### config.mk
export PLATFORM = sky130hd
export DESIGN_NAME = rrsx_exec
export DESIGN_NICKNAME = d
export VERILOG_FILES = /design/src/rrsx_pkg.sv /design/src/rrsx_exec.sv /design/src/rrsx_sub_borrow.sv
export SDC_FILE = /design/constraint.sdc
export NUM_CORES = 1
export LEC_CHECK = 0
export BUFFER_PORTS_ARGS = -buffer_cell sky130_fd_sc_hd__buf_2
export CAP_MARGIN = 20
export CORE_UTILIZATION = 51
export CTS_BUF_LIST = sky130_fd_sc_hd__clkbuf_4 sky130_fd_sc_hd__clkbuf_8 sky130_fd_sc_hd__clkbuf_16
export DETAILED_ROUTE_END_ITERATION = 10
export GPL_TIMING_DRIVEN = 0
export PLACE_DENSITY = 0.84
export SYNTH_ARGS = -nofsm -noshare
export SYNTH_HDL_FRONTEND = slang
export SYNTH_HIERARCHICAL = 1
export SYNTH_SLANG_ARGS = --single-unit
### constraint.sdc
create_clock -name clk -period 2.6 [get_ports clk]
set_clock_uncertainty 0.2 [all_clocks]
set_input_delay 0.13 -clock clk [delete_from_list [all_inputs] [get_ports clk]]
set_output_delay 0.13 -clock clk [all_outputs]
set_load 0.01 [all_outputs]
### src/rrsx_pkg.sv
`default_nettype none
package rrsx_pkg;
   // instruction selector codes from decode
   typedef enum logic [2:0] {
      RRSX_OP_NONE,
      RRSX_OP_RET,
      RRSX_OP_RRR,
      RRSX_OP_SBR,
      RRSX_OP_SBI
   } rrsx_op_e;

   localparam int          DATA_W       = 8;
   localparam int          ADDR_W       = 7;
   localparam int          PC_W         = 11;
   localparam int          STACK_DEPTH  = 8;
   localparam int          SP_W         = 4;
   localparam int          MSB          = 7;
   localparam int          NIB_W        = 4;
   localparam int          RET_CYCLES   = 2;
   localparam logic [7:0]  ACC_RESET    = 8'h00;
   localparam logic [10:0] PC_RESET     = 11'h000;
   localparam logic [3:0]  SP_RESET     = 4'h0;
   localparam logic [3:0]  SP_FULL      = 4'h8;
   localparam logic [7:0]  ZERO_BYTE    = 8'h00;
endpackage : rrsx_pkg
`default_nettype wire

### src/rrsx_exec.sv
// Contract
// - return loads pc from stack top, pops one level, keeps flags, two cycles
// - rotate right: old carry to bit 7, bits 7..1 to 6..0, bit 0 to carry
// - register forms: dest 0 writes accumulator, dest 1 writes register back
// - rotate takes register address 0..127, changes only carry, one cycle
// - register subtract: reg + ~acc + carry, updates zero, digit carry, carry
// - immediate subtract: imm + ~acc + carry into accumulator, flags, one cycle
`timescale 1ns/1ns
`default_nettype none
module rrsx_exec (
   input  wire logic       clk,           // core clock, 125 MHz
   input  wire logic       rst_n,         // async reset, active low
   input  wire logic       issue,         // one-cycle pulse: decoded instruction
   input  wire logic [2:0] op,            // rrsx_op_e selector
   input  wire logic [6:0] reg_addr,      // data register address
   input  wire logic       dest,          // 0 accumulator, 1 register
   input  wire logic [7:0] immediate,     // 8-bit immediate operand
   input  wire logic [7:0] reg_rdata,     // data register read value
   input  wire logic       push,          // call pushes pc_push
   input  wire logic [10:0] pc_push,      // return address to push
   output logic            busy,          // stall fetch while second return cycle
   output logic            reg_we,        // data register write strobe
   output logic      [6:0] reg_waddr,     // write address
   output logic      [7:0] reg_wdata,     // write data
   output logic      [7:0] accumulator,   // accumulator
   output logic      [10:0] pc,           // program counter
   output logic            pc_load,       // pulse when pc loaded from stack
   output logic      [3:0] stack_level,   // entries on return stack
   output logic            zero_flag,     // Z
   output logic            digit_carry_flag, // DC
   output logic            carry_flag     // C
);
   // ----------------------------------------------------------------
   // decode
   // ----------------------------------------------------------------
   typedef enum logic [1:0] {RRSX_IDLE, RRSX_RET2} rrsx_state_e;
   rrsx_state_e state;

   wire is_ret = issue && (op == 3'(rrsx_pkg::RRSX_OP_RET));
   wire is_rrr = issue && (op == 3'(rrsx_pkg::RRSX_OP_RRR));
   wire is_sbr = issue && (op == 3'(rrsx_pkg::RRSX_OP_SBR));
   wire is_sbi = issue && (op == 3'(rrsx_pkg::RRSX_OP_SBI));
   wire accept = (state == RRSX_IDLE);

   // ----------------------------------------------------------------
   // datapath
   // ----------------------------------------------------------------
   logic [7:0] sub_res;
   logic       sub_c;
   logic       sub_dc;
   logic       sub_z;
   wire  [7:0] sub_a   = is_sbi ? immediate : reg_rdata;

   rrsx_sub_borrow u_sub (
      .minuend    (sub_a),
      .subtrahend (accumulator),
      .carry_in   (carry_flag),
      .result     (sub_res),
      .carry_out  (sub_c),
      .digit_out  (sub_dc),
      .zero_out   (sub_z)
   );

   // rotate right through carry
   wire [7:0] rot_res = {carry_flag, reg_rdata[rrsx_pkg::MSB:1]};
   wire       rot_c   = reg_rdata[0];

   wire       do_rrr  = accept && is_rrr;
   wire       do_sbr  = accept && is_sbr;
   wire       do_sbi  = accept && is_sbi;
   wire       do_ret  = accept && is_ret;
   wire       reg_op  = do_rrr || do_sbr;
   wire [7:0] reg_res = do_rrr ? rot_res : sub_res;
   wire       to_reg  = reg_op && dest;
   wire       to_acc  = (reg_op && !dest) || do_sbi;
   wire       sub_any = do_sbr || do_sbi;

   // ----------------------------------------------------------------
   // return stack storage
   // ----------------------------------------------------------------
   logic [10:0] stack_mem [rrsx_pkg::STACK_DEPTH];
   wire  [2:0]  top_idx  = 3'(stack_level - 4'h1);
   wire  [2:0]  push_idx = stack_level[2:0];
   wire         can_push = push && accept && !is_ret && (stack_level != rrsx_pkg::SP_FULL);

   // push writes; overflow push is dropped, a limitation of the fixed depth
   always_ff @(posedge clk) begin
      if (can_push) begin
         stack_mem[push_idx] <= pc_push;
      end
   end

   // ----------------------------------------------------------------
   // sequencing: return spends a second cycle, fetch stalls via busy
   // ----------------------------------------------------------------
   always_ff @(posedge clk or negedge rst_n) begin
      if (!rst_n) begin
         state <= RRSX_IDLE;
      end else if (do_ret) begin
         state <= RRSX_RET2;
      end else begin
         state <= RRSX_IDLE;
      end
   end
   assign busy = (state == RRSX_RET2);

   // pc load from stack top and pop one level
   always_ff @(posedge clk or negedge rst_n) begin
      if (!rst_n) begin
         pc          <= rrsx_pkg::PC_RESET;
         pc_load     <= 1'b0;
         stack_level <= rrsx_pkg::SP_RESET;
      end else begin
         pc_load <= do_ret;
         if (do_ret) begin
            pc          <= stack_mem[top_idx];
            stack_level <= (stack_level == rrsx_pkg::SP_RESET) ? stack_level : stack_level - 4'h1;
         end else if (can_push) begin
            stack_level <= stack_level + 4'h1;
         end
      end
   end

   // accumulator and register write-back
   always_ff @(posedge clk or negedge rst_n) begin
      if (!rst_n) begin
         accumulator <= rrsx_pkg::ACC_RESET;
         reg_we      <= 1'b0;
         reg_waddr   <= 7'h00;
         reg_wdata   <= rrsx_pkg::ZERO_BYTE;
      end else begin
         reg_we <= to_reg;
         if (to_reg) begin
            reg_waddr <= reg_addr;
            reg_wdata <= reg_res;
         end
         if (to_acc) begin
            accumulator <= do_rrr ? rot_res : sub_res;
         end
      end
   end

   // flags: return leaves all, rotate touches only carry
   always_ff @(posedge clk or negedge rst_n) begin
      if (!rst_n) begin
         zero_flag        <= 1'b0;
         digit_carry_flag <= 1'b0;
         carry_flag       <= 1'b0;
      end else if (do_rrr) begin
         carry_flag <= rot_c;
      end else if (sub_any) begin
         zero_flag        <= sub_z;
         digit_carry_flag <= sub_dc;
         carry_flag       <= sub_c;
      end
   end
endmodule : rrsx_exec
`default_nettype wire

### src/rrsx_sub_borrow.sv
`timescale 1ns/1ns
`default_nettype none
// ----------------------------------------------------------------
// subtract with borrow: a + ~b + cin, flags as no-borrow carries
// ----------------------------------------------------------------
module rrsx_sub_borrow (
   input  wire logic [7:0] minuend,     // register or immediate
   input  wire logic [7:0] subtrahend,  // accumulator
   input  wire logic       carry_in,    // carry flag, 1 = no borrow pending
   output logic      [7:0] result,      // 8-bit difference
   output logic            carry_out,   // 1 = no borrow out of bit 7
   output logic            digit_out,   // 1 = no borrow out of bit 3
   output logic            zero_out     // result equals zero
);
   logic [8:0] full_sum;
   logic [4:0] low_sum;

   // full and low-nibble sums; the carry out of each is the inverted borrow
   assign full_sum  = {1'b0, minuend} + {1'b0, ~subtrahend} + {8'h00, carry_in};
   assign low_sum   = {1'b0, minuend[3:0]} + {1'b0, ~subtrahend[3:0]} + {4'h0, carry_in};
   assign result    = full_sum[7:0];
   assign carry_out = full_sum[8];
   assign digit_out = low_sum[4];
   assign zero_out  = (full_sum[7:0] == rrsx_pkg::ZERO_BYTE);
endmodule : rrsx_sub_borrow
`default_nettype wire
==> impl_metrics.ini, run 1 <==
[setup_path]
slowest_stage = fa_2
worst_setup_path_end_kind = flip-flop
rr_endpoint = zero_flag
critical_path_required_ps = 2750
cp_max_fo = 3
path_cells = buf_8 -> nor3b_4 -> and2_4 -> mux2_4 -> fa_2 -> inv_2 -> fa_2 -> nor2b_2 -> o31a_1 -> o21ai_1 -> a21oi_2 -> nor4_2 -> mux2_4
start_kind = input port
critPathMaxStageDelay_ps = 400
reg2reg_slack_ps = 10
worstPathArrival_ps = 2800
path_class = in -> reg
r2r-start = accumulator[0]
r2r_cells = 10

[die]
core_area_um2 = 10980
num_rows = 38
die_w_um = 109.1
die-height_um = 109.1
io_pins = 86
initial_core_util = 0.5326
die-area_um2 = 11900

[pwr]
max-vdd-ir-drop_mv = 0.7420
total_power_uw = 9238
power_density_nw_per_um2 = 1184
p_leak_uw = 0.003197

[synth]
syn_area_per_cell_um2 = 14.41
async_reset_ff_frac = 0.3282
ys_seq_area_frac = 0.6357
syn_nets = 459
synth_top_flop_cell = edfxtp_1
synth.distinct_cells = 49
synth_area_um2 = 5849
netlist_instances = 406
yosysTopAreaCell = edfxtp_1
yosys-top-cells-area = edfxtp_1, dfrtp_1, mux2_2
synth_edf_count = 88
yosysTopAreaCellShare = 0.4518
synth_warnings = 6
ys_seq_elements = 131

[routing]
wl_met1_um = 5794
top_layer = met4
drc_errors = 0
antenna_left = 0
met2WireLength_um = 7931
num_vias = 4094
routed_via_density = 5.694
drt_iter0_drc = 357
wl_per_cell_um = 20.81
drt_first_pass_iters = 5
wl_met3_um = 942
routed_wl_um = 14960

[min_path]
hold_start = push
min_path_cells = 4
hp-class = in -> reg
hold_end = stack_level[1]

[clocking]
cts_sinks = 131
cts-root-buf = clkbuf_16
path_clk_slew_ps = 60
numCtsBuffers = 17
clock_latency_ps = 420
ctsLongestPathBuffers = 2
cts_tree = done
htree_num_levels = 4

[sta]
relSlewSlack = 0.5507
setup_slack_ps = -41.52
rsz0062_at_grt = yes
max_slew.worst_pin.slew_ps = 673.9
period_share = 1.016
period_needed_ps = 2642
drv_slew = 0
fmax_ghz = 0.3786
setup_viol = 2
finalHoldViolations = 0

[cells_and_area]
nets = 619
drive_above_1_share = 0.4093
fin_util = 0.7105
final_cell_mix = buf_2, edfxtp_1, dfrtp_1, mux2_2
fillers = 643
area_growth_pct = 33.41
n_antenna_cell = 0

[status]
violations = setup timing
outcome = finished, violations left

[grt]
grt_start_max_net_pins = 44
grt_pass1_vias = 4304
antenna_found_initial = 0
grt_overflow = 0
grt_usage = 0.2669
grt_pass1_wl_um = 22390

[placement]
io_buffers = 85
globalplace.congestion = 0.8758
dpl.hpwl_um = 8358

[job]
drv_cap = 0
[worst max-delay path: cells and delay by family]
family                   cells  cell delay, ps
AND/OR/NAND/NOR              4             790
adder cells (fa/ha/maj)      2             600
AO/OA/AOI/OAI                3             570
multiplexers                 2             520
buffers and inverters        2             180
[worst max path at each step]
stage	from	to	cells after the start
floorplan	op[0]	carry_flag	13
global placement	stack_level[1]	stack_mem[4][4]	6
detailed placement	op[2]	carry_flag	14
CTS	op[1]	zero_flag	13
global route	op[1]	zero_flag	13
finish	op[1]	zero_flag	13
[layer usage]
metal / vias up / GRT usage
li1: 1844 / -
met1: 2041 / 0.2881
met2: 183 / 0.4623
met3: 26 / 0.09683
met4: 0 / 0.1284
met5: - / 0
[power by group]
| part | internal (µW) | switching, µW |
|---|---|---|
| Combinational | 1770 | 2180 |
| Sequential | 2700 | 275 |
| Clock | 1350 | 961 |
[cells in the mapped netlist (4+ instances only)]
cell type / count
o31ai_1: 11
ha_1: 9
o22ai_1: 7
clkbuf_1: 5
dfrtp_1: 43
nor3_1: 4
inv_1: 16
edfxtp_1: 88
xnor2_1: 4
nor2_1: 11
nor3b_1: 4
o2bb2ai_1: 8
nand2_1: 34
mux2_2: 40
buf_6: 4
a22o_1: 7
nand2b_1: 4
mux2i_1: 30
xor2_1: 6
buf_2: 9
o21ai_0: 20
[final cells by class]
type | count | area, µm² | share of cell area
buffer | 19 | 125.1 | 0.01603
clock buffer | 18 | 432.9 | 0.05548
clock inverter | 14 | 142.6 | 0.01828
inverter | 16 | 60.06 | 0.007696
multi-input combinational | 239 | 2102 | 0.2694
sequential | 131 | 3720 | 0.4767
tap | 140 | 175.2 | 0.02245
timing repair buffer | 142 | 1046 | 0.1340
[per-stage QoR]
step / hold WS (ps) / TNS, ps / instances / worst slack [ps] / cell area (µm²)
finish: 59.10 / -56.22 / 719 / -41.52 / 7804
global route: 102.7 / -241.7 / 719 / -82.72 / 7804
CTS: 57.13 / -67.23 / 709 / -33.30 / 7659
detailed placement: 169.5 / -43390 / 634 / -654.2 / 6529
global placement: 146.9 / -48540 / 631 / -612.2 / 6495
floorplan: -365.6 / -1068 / 406 / -283.6 / 5894
[kinds of logic (layout without fill, tap and decap cells)]
group	after synthesis	count (layout)	share of synthesized area
AND/OR/NAND/NOR	72	72	0.06759
XOR/XNOR	10	10	0.01497
multiplexers	72	72	0.1335
buffers and inverters	36	209	0.03144
flip-flops	131	131	0.6357
adder cells (fa/ha/maj)	11	11	0.02610
AO/OA/AOI/OAI	74	74	0.09070
[repair_timing]
item | in CTS | in global routing
resized for setup | 27 | 15
pin swaps | 14 | 12
hold endpoints to repair | 153 | 11
setup buffers | 13 | 8
endpoints found under the setup margin | 94 | 101
hold buffers | 31 | 1
gates cloned | 0 | 0
[flip-flops by register name, summed over array words and instances (netlist names)]
signal,count
stack_level,4
zero_flag,1
accumulator,8
carry_flag,1
stack_mem,88
reg_waddr,7
digit_carry_flag,1
state,1
pc,11
reg_wdata,8
reg_we,1
(Power assumes the default switching activity.)
==> run 2: changes to the inputs <==
--- a/config.mk
+++ b/config.mk
@@ -12,6 +12,7 @@
 export DETAILED_ROUTE_END_ITERATION = 10
 export GPL_TIMING_DRIVEN = 0
 export PLACE_DENSITY = 0.84
+export REMOVE_ABC_BUFFERS = 1
 export SYNTH_ARGS = -nofsm -noshare
 export SYNTH_HDL_FRONTEND = slang
 export SYNTH_HIERARCHICAL = 1
==> run 2 against run 1 <==
  * Count of clock-buffer cells in the layout is 1 lower
  * Largest cell class unchanged
  * Critical path depth stayed put
  * Largest power group unchanged
  * Total power decreased by 5.2%
  * Die area did not move
  * The run still ends with setup timing left
==> impl_metrics.ini, run 2 (same netlist as run 1, synthesis figures left out) <==
[clocking]
cts_sinks = 131
ctsLongestPathBuffers = 2
numCtsBuffers = 17
clock_latency_ps = 420
htree_num_levels = 4
path_clk_slew_ps = 60
cts_tree = done
cts-root-buf = clkbuf_16

[sta]
setup_viol = 2
finalHoldViolations = 0
period_share = 1.009
rsz0062_at_grt = yes
relSlewSlack = 0.2772
drv_slew = 0
setup_slack_ps = -23.46
period_needed_ps = 2623
max_slew.worst_pin.slew_ps = 1080
fin_tns_setup_ps = -36.52
fmax_ghz = 0.3812

[routing]
num_vias = 3929
drt_iter0_drc = 314
routed_wl_um = 13190
routed_via_density = 5.686
antenna_left = 0
drt_first_pass_iters = 4
drc_errors = 0
wl_per_cell_um = 19.09

[placement]
dp_cells = 617
globalplace.congestion = 0.7873
io_buffers = 85
dpl.hpwl_um = 7418
place_ws_ps = -1049

[job]
drv_cap = 0

[die]
num_rows = 38
die_w_um = 109.1
die-area_um2 = 11900
initial_core_util = 0.5326
io_pins = 86
core_area_um2 = 10980
die-height_um = 109.1

[cells_and_area]
reg.largest.list = stack_mem (88), pc (11)
instances_no_fill = 691
area.sequential_um2 = 3722
multi_input_area_um2 = 2072
final_common_cell = edfxtp_1
fillers = 704
area_growth_pct = 28.28
largest_reg_flops = 88
final_cell_mix = edfxtp_1, buf_2, dfrtp_1, mux2_2, nand2_1
nets = 591
n_antenna_cell = 0
regMostFlops = stack_mem
drive_above_1_share = 0.3902

[grt]
grt_pass1_vias = 3927
antenna_found_initial = 0
grt_pass1_wl_um = 20150
grt_overflow = 0
grt_usage = 0.2361
grt_start_max_net_pins = 44

[min_path]
hp-class = in -> reg

[setup_path]
critical_path_required_ps = 2710
worst_setup_path_end_kind = flip-flop
start_kind = input port
path_class = in -> reg
worstPathArrival_ps = 2730
cp_max_fo = 3

[status]
violations = setup timing
outcome = finished, violations left

[pwr]
power_density_nw_per_um2 = 1167
max-vdd-ir-drop_mv = 0.8120
p_leak_uw = 0.003042
==> run 2: cell types whose count changed in the layout (fill, tap and decap cells not counted), sizes merged <==
cell / previous run / this run
buf: 122 / 105
clkbuf: 25 / 17
dlygate4sd3: 32 / 28
clkinv: 3 / 5
bufinv: 1 / 0
==> run 2: layer usage <==
metal	GRT usage	part of all wire	routed length [µm]
met5	0	0	0
met4	0.09556	0.019	246
met3	0.06037	0.058	771
met2	0.3931	0.52	6847
met1	0.2933	0.40	5323
==> run 2: critical path, cell delays in order <==
cell and delay (ps):
buf_12 100, nor3b_4 210, and2_4 180, mux2_4 310
fa_2 400, inv_2 60, fa_2 220, nor2b_2 60
o31a_1 290, buf_4 150, o211ai_1 260, nor4_2 90
mux2_4 260
==> run 2: final cells by class <==
type	count	share of cell area
Sequential cell	131	0.4961
Multi-Input combinational cell	239	0.2761
Clock inverter	15	0.01617
Inverter	16	0.008004
Timing Repair Buffer	133	0.1236
Clock buffer	17	0.05669
Tap cell	140	0.02334
==> run 2: path summary, 6_finish.rpt <==
path,start,end,cells after the start,slack (ps)
max,op[0],zero_flag,13,-20
min,push,stack_level[1],4,40
max reg2reg,accumulator[0],zero_flag,10,70
min reg2reg,pc[2],pc[2],2,270
max in group asynchronous,rst_n,stack_level[0],4,1330
min in group asynchronous,rst_n,reg_wdata[1],3,400
==> run 2: power by group <==
part | total (µW) | internal, µW | switching, µW
Clock | 2190 | 1240 | 952
Sequential | 2970 | 2700 | 268
Combinational | 3590 | 1610 | 1990
==> run 2: repair_timing <==
item,CTS,global route
setup endpoints to repair,105,81
resized for setup,36,9
buffers inserted,8,4
pin swaps,11,6
hold buffers,27,1
endpoints found under the hold margin,153,5
==> run 2: stage by stage <==
| step | util | hold slack, ps | area (µm²) | power (µW) |
|---|---|---|---|---|
| final | 0.6832 | 43.55 | 7503 | 8755 |
| after global routing | 0.6832 | 79.48 | 7503 | 9218 |
| after CTS | 0.6746 | 1.008 | 7410 | 8679 |
| after detailed placement | 0.5834 | 168.1 | 6407 | 6247 |
| after global placement | 0.5760 | 156.5 | 6326 | 5942 |
| after floorplan | - | -365.6 | 5725 | 5244 |
